--- src/common/slc_map.vh ---
/*
 * Constants for the strap capture and LED pin sharing block.
 * Assumes inclusion by bare name from the design file; the bench files do not include it.
 */
`ifndef SLC_MAP_VH
`define SLC_MAP_VH

// ****************************************
// strap widths and reset values
// ****************************************
`define SLC_ADDR_W 5
`define SLC_MODE_W 3
`define SLC_ADDR_RST 5'h00
`define SLC_MODE_RST 3'h7
`define SLC_XOVER_RST 1'h1
`define SLC_SWAP_RST 1'h1
`define SLC_RMII_RST 1'h0
`define SLC_IRQSEL_RST 1'h1
`define SLC_LED_RST 1'h0
`define SLC_GPO_RST 1'h0
`define SLC_IRQ_N_RST 1'h1
// bit positions of the captured straps when packed into one word
`define SLC_POS_ADDR 0
`define SLC_POS_MODE 5
`define SLC_POS_XOVER 8
`define SLC_POS_SWAP 9
`define SLC_POS_RMII 10
`define SLC_POS_IRQSEL 11
`define SLC_WORD_W 12
// led polarity: 1 means a driven high level is the active state
`define SLC_LED_ACTIVE 1'h1

`endif

--- src/hdl/slc_strap_led_config.v ---
/*
 * Strap capture at external reset release and the later reuse of the same
 * pins as LED outputs, general outputs and the interrupt pin.
 * Assumes all inputs are synchronous to i_clock; pad wiring resolves each
 * pin from its output and output enable; strap pins read 1 when floating.
 */
`timescale 1ns/1ps
`include "slc_map.vh"

module slc_strap_led_config #(
    parameter ADDR_W = `SLC_ADDR_W,
    parameter MODE_W = `SLC_MODE_W
) (
    input wire i_clock,
    input wire i_rst,
    input wire i_ext_reset_n,
    input wire [ADDR_W-1:0] i_addr_strap_pin,
    input wire [MODE_W-1:0] i_mode_pin,
    input wire i_auto_crossover_enable,
    input wire i_pair_swap_select,
    input wire i_general_output_zero_pin,
    input wire i_irq_pin_function_strap,
    input wire i_speed_is_100,
    input wire i_link_up,
    input wire i_carrier_detect,
    input wire i_full_duplex,
    input wire i_rx_nibble_valid,
    input wire i_xover_override_en,
    input wire i_xover_override_val,
    input wire i_general_output_zero_ctrl,
    input wire i_general_output_one_ctrl,
    input wire i_irq_event,
    input wire i_tx_error,
    output reg [ADDR_W-1:0] o_addr_default,
    output reg [MODE_W-1:0] o_mode_default,
    output reg o_rmii_mode,
    output reg o_irq_select,
    output reg o_auto_crossover_on,
    output reg o_pair_swap_mdix,
    output reg o_speed_led,
    output reg o_link_led,
    output reg o_activity_led,
    output reg o_full_dup_led,
    output reg o_general_output_one,
    output reg o_general_output_zero,
    output reg [ADDR_W-1:0] o_shared_pin_oe,
    output reg o_general_output_zero_oe,
    output reg o_irq_out_n,
    output reg o_irq_pin_oe,
    output reg o_tx_error_in,
    output reg o_carrier_sense,
    output reg o_rx_data_valid
);

    // ****************************************
    // strap capture
    // ****************************************
    reg ext_reset_n_q;
    reg captured;
    reg xover_strap;
    reg swap_strap;
    wire release_edge;

    // previous level of external reset, for its rising edge; it clears to the
    // asserted level so a pin already high after the core reset still latches
    always @(posedge i_clock or posedge i_rst) begin
        if (i_rst) begin
            ext_reset_n_q <= 1'h0;
        end else begin
            ext_reset_n_q <= i_ext_reset_n;
        end
    end

    assign release_edge = i_ext_reset_n & ~ext_reset_n_q;

    // pads may drive only while straps are held and external reset is high;
    // any low level releases them at the next edge
    wire pads_may_drive;
    assign pads_may_drive = captured & i_ext_reset_n;

    // ****************************************
    // helpers
    // ****************************************
    // one place decides the pin level of a lit led, shared by all four leds
    function led_level;
        input status;
        begin
            led_level = status ? `SLC_LED_ACTIVE : ~`SLC_LED_ACTIVE;
        end
    endfunction

    // straps latched by a clocked process at release, never by the async
    // reset, so the reset branch only ever loads constants
    always @(posedge i_clock or posedge i_rst) begin
        if (i_rst) begin
            o_addr_default <= `SLC_ADDR_RST;
            o_mode_default <= `SLC_MODE_RST;
            xover_strap <= `SLC_XOVER_RST;
            swap_strap <= `SLC_SWAP_RST;
            o_rmii_mode <= `SLC_RMII_RST;
            o_irq_select <= `SLC_IRQSEL_RST;
            captured <= 1'h0;
        end else if (!i_ext_reset_n) begin
            captured <= 1'h0;
        end else if (release_edge) begin
            o_addr_default <= i_addr_strap_pin;
            o_mode_default <= i_mode_pin;
            xover_strap <= i_auto_crossover_enable;
            swap_strap <= i_pair_swap_select;
            o_rmii_mode <= i_general_output_zero_pin;
            o_irq_select <= i_irq_pin_function_strap;
            captured <= 1'h1;
        end
    end

    // ****************************************
    // crossover settings
    // ****************************************
    // the override bit wins over the strap so software can repair a bad strap
    always @(posedge i_clock or posedge i_rst) begin
        if (i_rst) begin
            o_auto_crossover_on <= `SLC_XOVER_RST;
            o_pair_swap_mdix <= `SLC_SWAP_RST;
        end else begin
            if (i_xover_override_en) begin
                o_auto_crossover_on <= i_xover_override_val;
            end else begin
                o_auto_crossover_on <= xover_strap;
            end
            // the pair choice passes through whether auto crossover is on or off
            o_pair_swap_mdix <= swap_strap;
        end
    end

    // ****************************************
    // status leds on the shared pins
    // ****************************************
    // leds follow status one cycle late; the pad enable keeps them off the
    // pins until the straps are held, so a lit led cannot spoil a strap
    always @(posedge i_clock or posedge i_rst) begin
        if (i_rst) begin
            o_speed_led <= `SLC_LED_RST;
            o_link_led <= `SLC_LED_RST;
            o_activity_led <= `SLC_LED_RST;
            o_full_dup_led <= `SLC_LED_RST;
        end else begin
            o_speed_led <= led_level(i_speed_is_100);
            o_link_led <= led_level(i_link_up);
            o_activity_led <= led_level(i_carrier_detect);
            o_full_dup_led <= led_level(i_full_duplex);
        end
    end

    // ****************************************
    // general outputs
    // ****************************************
    // control bits pass through one flop; output one shares the address bit 4
    // pin, output zero the mii or rmii strap pin
    always @(posedge i_clock or posedge i_rst) begin
        if (i_rst) begin
            o_general_output_one <= `SLC_GPO_RST;
            o_general_output_zero <= `SLC_GPO_RST;
        end else begin
            o_general_output_one <= i_general_output_one_ctrl;
            o_general_output_zero <= i_general_output_zero_ctrl;
        end
    end

    // ****************************************
    // pad drive enables
    // ****************************************
    // every enable drops one edge after the external reset goes low, which
    // leaves only the board resistors on the pins by the time of release
    always @(posedge i_clock or posedge i_rst) begin
        if (i_rst) begin
            o_shared_pin_oe <= {ADDR_W{1'h0}};
            o_general_output_zero_oe <= 1'h0;
            o_irq_pin_oe <= 1'h0;
        end else begin
            o_shared_pin_oe <= {ADDR_W{pads_may_drive}};
            o_general_output_zero_oe <= pads_may_drive;
            // the interrupt pin is only driven in its interrupt role
            o_irq_pin_oe <= pads_may_drive & o_irq_select;
        end
    end

    // ****************************************
    // interrupt or transmit error pin
    // ****************************************
    // the strap picks one role for the shared pin; the unused role idles at
    // its inactive level, interrupt high and transmit error low
    always @(posedge i_clock or posedge i_rst) begin
        if (i_rst) begin
            o_irq_out_n <= `SLC_IRQ_N_RST;
            o_tx_error_in <= 1'h0;
        end else begin
            o_irq_out_n <= ~(o_irq_select & i_irq_event);
            o_tx_error_in <= ~o_irq_select & i_tx_error;
        end
    end

    // ****************************************
    // receive status outputs
    // ****************************************
    // receive valid is held low in rmii where the pin has no use
    always @(posedge i_clock or posedge i_rst) begin
        if (i_rst) begin
            o_carrier_sense <= 1'h0;
            o_rx_data_valid <= 1'h0;
        end else begin
            o_carrier_sense <= i_carrier_detect;
            o_rx_data_valid <= i_rx_nibble_valid & ~o_rmii_mode;
        end
    end

endmodule
--- config.mk ---
export PLATFORM = sky130hd
export DESIGN_NAME = slc_strap_led_config
export DESIGN_NICKNAME = d
export VERILOG_FILES = /design/src/hdl/slc_strap_led_config.v
export VERILOG_INCLUDE_DIRS = /design/src /design/src/common
export SDC_FILE = /design/constraint.sdc
export NUM_CORES = 1
export LEC_CHECK = 0
export ABC_AREA = 0
export BUFFER_PORTS_ARGS = -buffer_cell sky130_fd_sc_hd__buf_2
export CAP_MARGIN = 10
export CORE_ASPECT_RATIO = 1.2
export CORE_MARGIN = 2
export CORE_UTILIZATION = 42
export DETAILED_ROUTE_END_ITERATION = 10
export GPL_ROUTABILITY_DRIVEN = 0
export PLACE_DENSITY_LB_ADDON = 0.12
export SLEW_MARGIN = 5
export SYNTH_ARGS = -nofsm -noshare
export SYNTH_HDL_FRONTEND = slang
export SYNTH_SLANG_ARGS = --single-unit
--- constraint.sdc ---
create_clock -name i_clock -period 1.3 [get_ports i_clock]
set_clock_uncertainty 0.05 [all_clocks]
set_input_delay 0.13 -clock i_clock [delete_from_list [all_inputs] [get_ports i_clock]]
set_output_delay 0.13 -clock i_clock [all_outputs]
set_load 0.005 [all_outputs]
==> summary.md, run 1 <==
| Metric | Value |
|---|---|
| Worst Tran Pin Value | `roughly 0.21 ns` |
| Post-layout nets | `163` |
| Clock Root Buffer | `clkbuf_4` |
| Synth cell types | `13` |
| Clock-pin transition on the worst setup and hold timing paths | `between 0.1 and 0.15 ns` |
| Leak | `approximately 0.82 nW` |
| Commonest non-fill, non-tap cell in the layout | `buf_2` |
| Final setup margin | `a little over 0.09 ns` |
| Slowest cell on crit path | `dfrtp_1` |
| Status | `finished clean` |
| Pwr Total | `roughly 1.7 mW` |
| CP Data Required Time | `roughly 1.5 ns` |
| RSZ-0062 raised after global routing | `no` |
| P_int | `1.304 mW` |
| Seq/Total Area, Yosys | `between 60% and 70%` |
| Total core area | `2258 sq um` |
| Relative max-transition margin | `a little under nine tenths` |
| Max-capacitance violation count | `0` |
| TritonCTS clock tree | `done` |
| Diode count | `0` |
| Vias in the first global route | `approximately 700` |
| Achievable Freq | `slightly above 800 MHz` |
| DRC errors left | `0` |
| Iter 0 DRT Violations | `4` |
| Synth Register Bits | `27` |
| Worst setup SP type | `flip-flop` |
| Initial antenna violation count | `0` |
| Synth Net Count | `a little over 80` |
| Tmin final | `between 1 and 1.5 ns` |
| Starting density of the core | `between 40% and 50%` |
| Chip width | `between 40 and 50 um` |
| Worst-path cell chain | `nor2b_4, buf_12, mux2_4` |
| PD cells | `around 1100 nW/um^2` |
| Setup violators final | `0` |
| Final core occ | `70.25%` |
| Fin. Hold Viols | `0` |
| Crit path buf inv count | `1` |
| Critical path class | `reg2reg` |
| Worst ir drop on vdd | `approximately 0.00075 V` |
| Worst hold path type | `in2reg` |
| Area delta synth->final | `59.30%` |
| CP Capture Type | `flip-flop` |
| Total number of vias | `717` |
| CP Data Arrival Time | `roughly 1.4 ns` |
| DRT Pass-1 Iters | `3` |
| PortBufs | `54` |
| All-Layer GR Usage | `13.77%` |
| Clk pwr share | `approximately a fifth` |
| Tcrit/Tclk final | `92.99%` |
| Pre-CTS WS | `between 0.1 and 0.15 ns` |
| Maximum fanout along the worst path | `6` |
| Highest cell delay on the worst timing path | `0.43 ns` |
| Sink Count | `27` |
| Row cnt | `19` |
| Max-slew violations | `0` |
| Routed vias/inst | `~4.3` |
| Max FFs per register | `5` |
| Register with the most flip-flops | `o_addr_default` |
| Io pins | `55` |
| Largest net degree at the start of global routing | `18` |
| Total gr overflow | `0` |
| Warnings from Yosys | `0` |
| Die Ht | `57.35 um` |
| Cells after Synth | `56` |
| Clock latency on the worst-skew pair | `just over 0.3 ns` |
| CP delay by family, top | `flip-flops` |
| Antenna-violating nets left | `0` |
| Layout cells sized above 1 | `around 64%` |
| CTS buffer count | `3` |
| Clock tree buffer depth | `2` |
| Post-synthesis cell area | `roughly 1000 sq um` |
| Regs by FF count | `o_addr_default (5), o_mode_default (3)` |
| Die area | `~2800 sq um` |
| Routed WL per cell | `approximately 12 um` |
| NetSw | `0.3721 mW` |
| Share of power burned in registers | `59.8%` |
| Sw Ratio | `22.21%` |
| Setup TNS | `0 ns` |
| Dpl hpwl | `1214 um` |
| DRT Wirelength | `just under 2000 um` |
| Commonest non-fill, non-tap cells in the layout | `buf_2, dlygate4sd3_1, dfrtp_1` |
| H-tree depth | `1` |
| First-pass GRT wire length | `2932 um` |
| Combinational share of power | `between 20% and 30%` |
| Mean post-synth cell area | `about 18 sq um` |
-- per-stage QoR --
step | std cells | hold WS [ns] | area, sq um
floorplan | 56 | 0.1114 | 996.0
global placement | 137 | 0.08409 | 1275
detailed placement | 137 | 0.1001 | 1275
CTS | 165 | 0.007757 | 1543
global route | 167 | 0.09252 | 1587
finish | 167 | 0.09867 | 1587
-- timing repair --
item,CTS,global route
setup endpoints to repair,0,6
hold buffers,24,1
gates resized for setup,0,2
setup buffers,0,0
hold endpoints to repair,44,1
-- kinds of logic (layout without fill, tap and decap cells) --
| logic type | Yosys count | after routing | synth area share (%) |
|---|---|---|---|
| AO/OA/AOI/OAI | 1 | 1 | 0.7540 |
| AND/OR/NAND/NOR | 6 | 6 | 4.522 |
| multiplexers | 13 | 13 | 18.47 |
| buffers and inverters | 9 | 89 | 7.286 |
| flip-flops | 27 | 27 | 68.97 |
-- synth_stat cells (all sizes together) --
cell / count / area share, %
nor2b: 3 / 2.6
dfstp: 9 / 24
a21boi: 1 / 0.75
nand2: 1 / 0.38
and3: 1 / 0.75
mux2: 13 / 18
dfrtp: 18 / 45
buf: 7 / 6.5
inv: 2 / 0.75
and2: 1 / 0.75
-- layer usage --
layer	global-route usage, %	share of wire, %	wire length (um)	vias up
li1	-	-	-	336
met1	15.40	38	741	346
met2	27.18	54	1039	33
met3	2.094	7.3	142	2
met4	3.673	0.62	12	0
met5	0	0	0	-
-- power by group through the flow --
| stage | clock network (mW) | registers (mW) | logic, mW |
|---|---|---|---|
| after floorplan | 0 | 1.02 | 0.138 |
| after global placement | 0 | 1.01 | 0.271 |
| after detailed placement | 0 | 1.02 | 0.277 |
| after CTS | 0.362 | 1.00 | 0.332 |
| after global routing | 0.378 | 1.02 | 0.368 |
| final | 0.333 | 1.00 | 0.341 |
-- area by class of cell --
cell class / count / area (sq um)
multi-input cells: 20 / 236.5
fillers: 172 / 671.9
inverters: 2 / 7.507
clock inverters: 1 / 5.005
flip-flops and latches: 27 / 686.9
well taps: 31 / 38.79
repair buffers: 83 / 589.3
clock buffers: 3 / 22.52
-- path summary, 6_finish.rpt --
check,slack [ns],depth (start not counted),end,start
max,0.09,3,o_addr_default[3]$_DFFE_PP0P_,ext_reset_n_q$_DFF_PP0_
max reg2reg,0.09,3,o_addr_default[3]$_DFFE_PP0P_,ext_reset_n_q$_DFF_PP0_
min reg2reg,0.33,0,o_pair_swap_mdix$_DFF_PP1_,swap_strap$_DFFE_PP1P_
max in group asynchronous,0.61,4,o_irq_out_n$_DFF_PP1_,i_rst
min in group asynchronous,0.31,4,o_rmii_mode$_DFFE_PP0P_,i_rst
min,0.1,2,ext_reset_n_q$_DFF_PP0_,i_ext_reset_n
No activity file was read; power rests on OpenSTA's default activity.
==> inputs of run 2 (changes only) <==
--- a/config.mk
+++ b/config.mk
@@ -10,11 +10,12 @@
 export BUFFER_PORTS_ARGS = -buffer_cell sky130_fd_sc_hd__buf_2
 export CAP_MARGIN = 10
 export CORE_ASPECT_RATIO = 1.2
-export CORE_MARGIN = 2
+export CORE_MARGIN = 5
 export CORE_UTILIZATION = 42
 export DETAILED_ROUTE_END_ITERATION = 10
 export GPL_ROUTABILITY_DRIVEN = 0
 export PLACE_DENSITY_LB_ADDON = 0.12
+export RECOVER_POWER = 25
 export SLEW_MARGIN = 5
 export SYNTH_ARGS = -nofsm -noshare
 export SYNTH_HDL_FRONTEND = slang
==> summary.md, run 2 (synthesis results as in run 1) <==
| Metric | Value |
|---|---|
| Status | `finished clean` |
| Maximum fanout along the worst path | `8` |
| CTS buffer count | `3` |
| Antenna-violating nets left | `0` |
| Slowest cell on crit path | `dfrtp_1` |
| Io pins | `55` |
| Largest net degree at the start of global routing | `16` |
| Layout cells sized above 1 | `between 60% and 70%` |
| Commonest non-fill, non-tap cells in the layout | `buf_2, dlygate4sd3_1, dfrtp_1` |
| CP delay by family, top | `flip-flops` |
| Final core occ | `68.04%` |
| Leak | `0.7920 nW` |
| Crit path buf inv count | `1` |
| Highest cell delay on the worst timing path | `0.43 ns` |
| RSZ-0062 raised after global routing | `no` |
| Vias in the first global route | `770` |
| Diode count | `0` |
| Initial antenna violation count | `0` |
| Critical path depth | `3` |
| Fill cells | `around 180` |
| Pre-CTS WS | `0.07770 ns` |
| Pwr Total | `about 1.7 mW` |
| TritonCTS clock tree | `done` |
| DRC errors left | `0` |
| CP Data Required Time | `between 1 and 1.5 ns` |
| Tmin final | `1.239 ns` |
| Hold path cells | `2` |
| DRT Wirelength | `approximately 2100 um` |
| DRT Pass-1 Iters | `2` |
| Area of the multi-input gates | `roughly 240 sq um` |
| Worst setup SP type | `flip-flop` |
| Row cnt | `19` |
| Post-CTS setup buffer count | `0` |
| Routed WL per cell | `12.53 um` |
| First-pass GRT wire length | `around 3300 um` |
| H-tree depth | `1` |
| Worst-path cell chain | `nor2b_4, buf_12, mux2_4` |
| Worst Reg-to-Reg Cells | `3` |
| Setup violators final | `0` |
| Clock-pin transition on the worst setup and hold timing paths | `0.14 ns` |
| Final setup margin | `0.06079 ns` |
| Area delta synth->final | `55.90%` |
| Die Ht | `63.35 um` |
| Total core area | `approximately 2300 sq um` |
| PortBufs | `54` |
| CP Capture Type | `flip-flop` |
| FF/Latch Area | `~700 sq um` |
| Post-layout nets | `between 150 and 200` |
| Clock tree buffer depth | `2` |
| Setup TNS | `0 ns` |
| Max FFs per register | `5` |
| Die area | `between 3000 and 4000 sq um` |
| CP Data Arrival Time | `approximately 1.4 ns` |
| Starting density of the core | `43.64%` |
| Sink Count | `27` |
| Worst hold path type | `in2reg` |
| Worst ir drop on vdd | `around 0.00073 V` |
| Worst Tran Pin Value | `about 0.76 ns` |
| Chip width | `54.46 um` |
| Iter 0 DRT Violations | `6` |
| Total gr overflow | `0` |
| Regs by FF count | `o_addr_default (5), o_mode_default (3)` |
| Clock latency on the worst-skew pair | `between 0.3 and 0.4 ns` |
| Clock Root Buffer | `clkbuf_4` |
| Post-cts sizing count | `0` |
| Fin. Hold Viols | `0` |
| Post-route insts no fill | `~170` |
| PD cells | `between 1000 and 1500 nW/um^2` |
| Max-slew violations | `0` |
| Commonest non-fill, non-tap cell in the layout | `buf_2` |
| All-Layer GR Usage | `a little over an eighth` |
| Relative max-transition margin | `between 40% and 50%` |
| Tcrit/Tclk final | `between 90 and 100%` |
| Inst Count DP | `~140` |
| Register with the most flip-flops | `o_addr_default` |
| Achievable Freq | `a little over 800 MHz` |
| Routed vias/inst | `4.216` |
| Total number of vias | `approximately 700` |
| Max-capacitance violation count | `0` |
| Critical path class | `reg2reg` |
| Dpl hpwl | `~1400 um` |
-- run 2: changes by cell type in the layout (fill, tap and decap cells not counted), sizes merged --
cell / before / now
dlygate4sd3: 24 / 25
buf: 57 / 56
clkbuf: 4 / 5
dlymetal6s4s: 1 / 0
-- run 2: area by class of cell --
type / instances / area share, %
clock buffers: 3 / 1.450
flip-flops and latches: 27 / 44.24
repair buffers: 83 / 35.78
well taps: 31 / 2.498
multi-input cells: 20 / 15.23
clock inverters: 1 / 0.3223
inverters: 2 / 0.4835
-- run 2: layer usage --
metal	part of all wire (%)	vias up	track usage, %
met4	1.6	0	6.542
met1	37	328	13.34
met5	0	-	0
met3	10	4	3.774
met2	51	36	23.65
li1	-	336	-
-- run 2: power by group --
group,switching [mW],internal (mW),total (mW),leakage (nW)
clock,0.231,0.115,0.346,0.0177
combinational,0.111,0.223,0.333,0.463
sequential,0.0449,0.956,1.00,0.312
total,0.386,1.29,1.68,0.792
-- run 2: per-stage QoR --
step,hold slack (ns),cell area [sq um]
6_report,0.03994,1553
5_1_grt,0.02902,1553
4_1_cts,0.02903,1560
3_5_place_dp,0.09903,1282
3_3_place_gp,0.09795,1282
2_1_floorplan,0.1114,996.0
-- run 2: worst paths after layout --
path                                         start                                  to  slack, ns
setup / recovery           ext_reset_n_q$_DFF_PP0_       o_addr_default[1]$_DFFE_PP0P_       0.06
hold / removal                       i_ext_reset_n  o_general_output_zero_oe$_DFF_PP0_       0.04
setup reg to reg           ext_reset_n_q$_DFF_PP0_       o_addr_default[1]$_DFFE_PP0P_       0.06
hold reg to reg             swap_strap$_DFFE_PP1P_          o_pair_swap_mdix$_DFF_PP1_       0.33
max in group asynchronous                    i_rst  o_general_output_zero_oe$_DFF_PP0_       0.22
min in group asynchronous                    i_rst       o_addr_default[4]$_DFFE_PP0P_       0.46
-- run 2: timing repair --
action | in CTS | in global routing
endpoints found under the setup margin | 0 | 0
hold endpoints to repair | 50 | 0
hold buffers | 25 | 0
==> inputs of run 3 (changes only) <==
--- a/config.mk
+++ b/config.mk
@@ -11,7 +11,8 @@
 export CAP_MARGIN = 10
 export CORE_ASPECT_RATIO = 1.2
 export CORE_MARGIN = 5
-export CORE_UTILIZATION = 42
+export CORE_UTILIZATION = 45
+export CTS_BUF_LIST = sky130_fd_sc_hd__clkbuf_8
 export DETAILED_ROUTE_END_ITERATION = 10
 export GPL_ROUTABILITY_DRIVEN = 0
 export PLACE_DENSITY_LB_ADDON = 0.12
==> summary.md, run 3 (synthesis results as in run 1) <==
| Metric | Value |
|---|---|
| Status | `finished clean` |
| Iter 0 DRT Violations | `8` |
| Setup violators final | `0` |
| Initial antenna violation count | `0` |
| Maximum fanout along the worst path | `11` |
| Setup TNS | `0 ns` |
| GR Util met2 | `21.45%` |
| Tcrit/Tclk final | `roughly nine tenths` |
| Largest net degree at the start of global routing | `28` |
| PortBufs | `54` |
| Dpl hpwl | `between 1000 and 1500 um` |
| Fin Hold WS | `around 0.028 ns` |
| Antenna-violating nets left | `0` |
| Top Usage Layer GRT | `met2` |
| Clock Root Buffer | `clkbuf_8` |
| Hold path cells | `2` |
| CP delay by family, top | `flip-flops` |
| Relative max-transition margin | `58.03%` |
| Vias in the first global route | `approximately 680` |
| Fin. Hold Viols | `0` |
| CP Data Arrival Time | `about 1.3 ns` |
| Achievable Freq | `between 800 and 900 MHz` |
| Chip width | `roughly 53 um` |
| WHS Endpoint | `o_rx_data_valid$_DFF_PP0_` |
| Layout cells sized above 1 | `between 60% and 70%` |
| Hold-fix buffers, CTS | `9` |
| Worst Reg-to-Reg Cells | `3` |
| DRT Pass-1 Iters | `2` |
| FF-to-FF Start | `ext_reset_n_q$_DFF_PP0_` |
| Commonest non-fill, non-tap cell in the layout | `buf_2` |
| Clock latency on the worst-skew pair | `between 0.2 and 0.3 ns` |
| All-Layer GR Usage | `about an eighth` |
| RSZ-0062 raised after global routing | `no` |
| DRC errors left | `0` |
| Leak | `a little over 0.7 nW` |
| Tmin final | `roughly 1.2 ns` |
| CP Capture Type | `flip-flop` |
| Row cnt | `18` |
| Die area | `about 3300 sq um` |
| Max-slew violations | `0` |
| Post-layout nets | `145` |
| Clock-pin transition on the worst setup and hold timing paths | `about 0.09 ns` |
| Total number of vias | `around 640` |
| Hold Startpoint | `i_rx_nibble_valid` |
| Starting density of the core | `roughly 48%` |
| Commonest non-fill, non-tap cells in the layout | `buf_2, dfrtp_1, mux2_4` |
| Highest cell delay on the worst timing path | `between 0.4 and 0.5 ns` |
| Total core area | `about 2100 sq um` |
| TritonCTS clock tree | `done` |
| Worst setup SP type | `flip-flop` |
| Io pins | `between 50 and 60` |
| Post-CTS setup buffer count | `0` |
| Met1 GRT Util | `13.05%` |
| Area delta synth->final | `40.45%` |
| DRT Wirelength | `1837 um` |
| Max-capacitance violation count | `0` |
| First-pass GRT wire length | `around 2700 um` |
| R2R setup slack | `0.12 ns` |
| Worst hold path type | `in2reg` |
| Final core occ | `between 60% and 70%` |
| Total gr overflow | `0` |
| Worst ir drop on vdd | `approximately 0.00086 V` |
| Worst Tran Pin Value | `around 0.63 ns` |
| Post-cts sizing count | `0` |
| Regs by FF count | `o_addr_default (5), o_mode_default (3)` |
| Critical path class | `reg2reg` |
| Sink Count | `27` |
| Clock tree buffer depth | `2` |
| Die Ht | `~62 um` |
| Worst r2r dst | `o_addr_default[4]$_DFFE_PP0P_` |
| Max FFs per register | `5` |
| CP Data Required Time | `1.40 ns` |
| Met3 usage | `between 2 and 3%` |
| Worst-path cell chain | `nor2b_4, buf_12, mux2_4` |
| Register with the most flip-flops | `o_addr_default` |
| Slowest cell on crit path | `dfrtp_1` |
| Diode count | `0` |
| PD cells | `between 1000 and 1500 nW/um^2` |
| H-tree depth | `1` |
| Crit path buf inv count | `1` |
| Routed WL per cell | `about 12 um` |
| Routed vias/inst | `~4.3` |
| CTS buffer count | `3` |
run 3: final cells by class:
class                      count  area (sq um)
fill                         159         695.7
sequential                    27         686.9
timing repair buffer          65         384.1
multi-input combinational     20         236.5
clock buffer                   3         41.29
tap                           30         37.54
inverter                       2         7.507
clock inverter                 1         5.005
run 3: worst reg2reg max path: cells and delay by family (launching register included):
kind                   cells  cell delay, ns
buffers and inverters      1            0.16
DFF                        1            0.41
muxes                      1            0.30
and+or+nand+nor            1            0.15
run 3: power breakdown:
part / internal [mW] / switching (mW) / total (mW) / leakage (nW)
Clock: 0.214 / 0.235 / 0.449 / 0.0255
Combinational: 0.189 / 0.101 / 0.290 / 0.390
Sequential: 0.952 / 0.0434 / 0.995 / 0.310
run 3: routing by layer:
layer / part of all wire [%] / routed length [um]
met1: 38 / 691
met2: 50 / 916
met3: 12 / 221
met4: 0.38 / 7
met5: 0 / 0
run 3: per-stage QoR:
stage	power [mW]	cells	cell area, sq um	setup WS, ns
finish	1.734	148	1399	0.1221
global route	1.821	148	1399	0.07357
CTS	1.760	148	1403	0.1132
detailed placement	1.290	135	1266	0.1180
global placement	1.283	135	1266	0.1441
floorplan	1.160	56	996.0	0.1483
run 3: worst max path at each step:
stage                                        start                       endpoint  slack (ns)  depth (start not counted)
after detailed placement   ext_reset_n_q$_DFF_PP0_  o_addr_default[4]$_DFFE_PP0P_        0.12                          3
after CTS                  ext_reset_n_q$_DFF_PP0_  o_addr_default[4]$_DFFE_PP0P_        0.11                          3
final                      ext_reset_n_q$_DFF_PP0_  o_addr_default[4]$_DFFE_PP0P_        0.12                          3
after global placement     ext_reset_n_q$_DFF_PP0_  o_addr_default[4]$_DFFE_PP0P_        0.14                          3
after floorplan            ext_reset_n_q$_DFF_PP0_  o_addr_default[1]$_DFFE_PP0P_        0.15                          3
after global routing      o_irq_select$_DFFE_PP1P_                   o_irq_select        0.07                          1
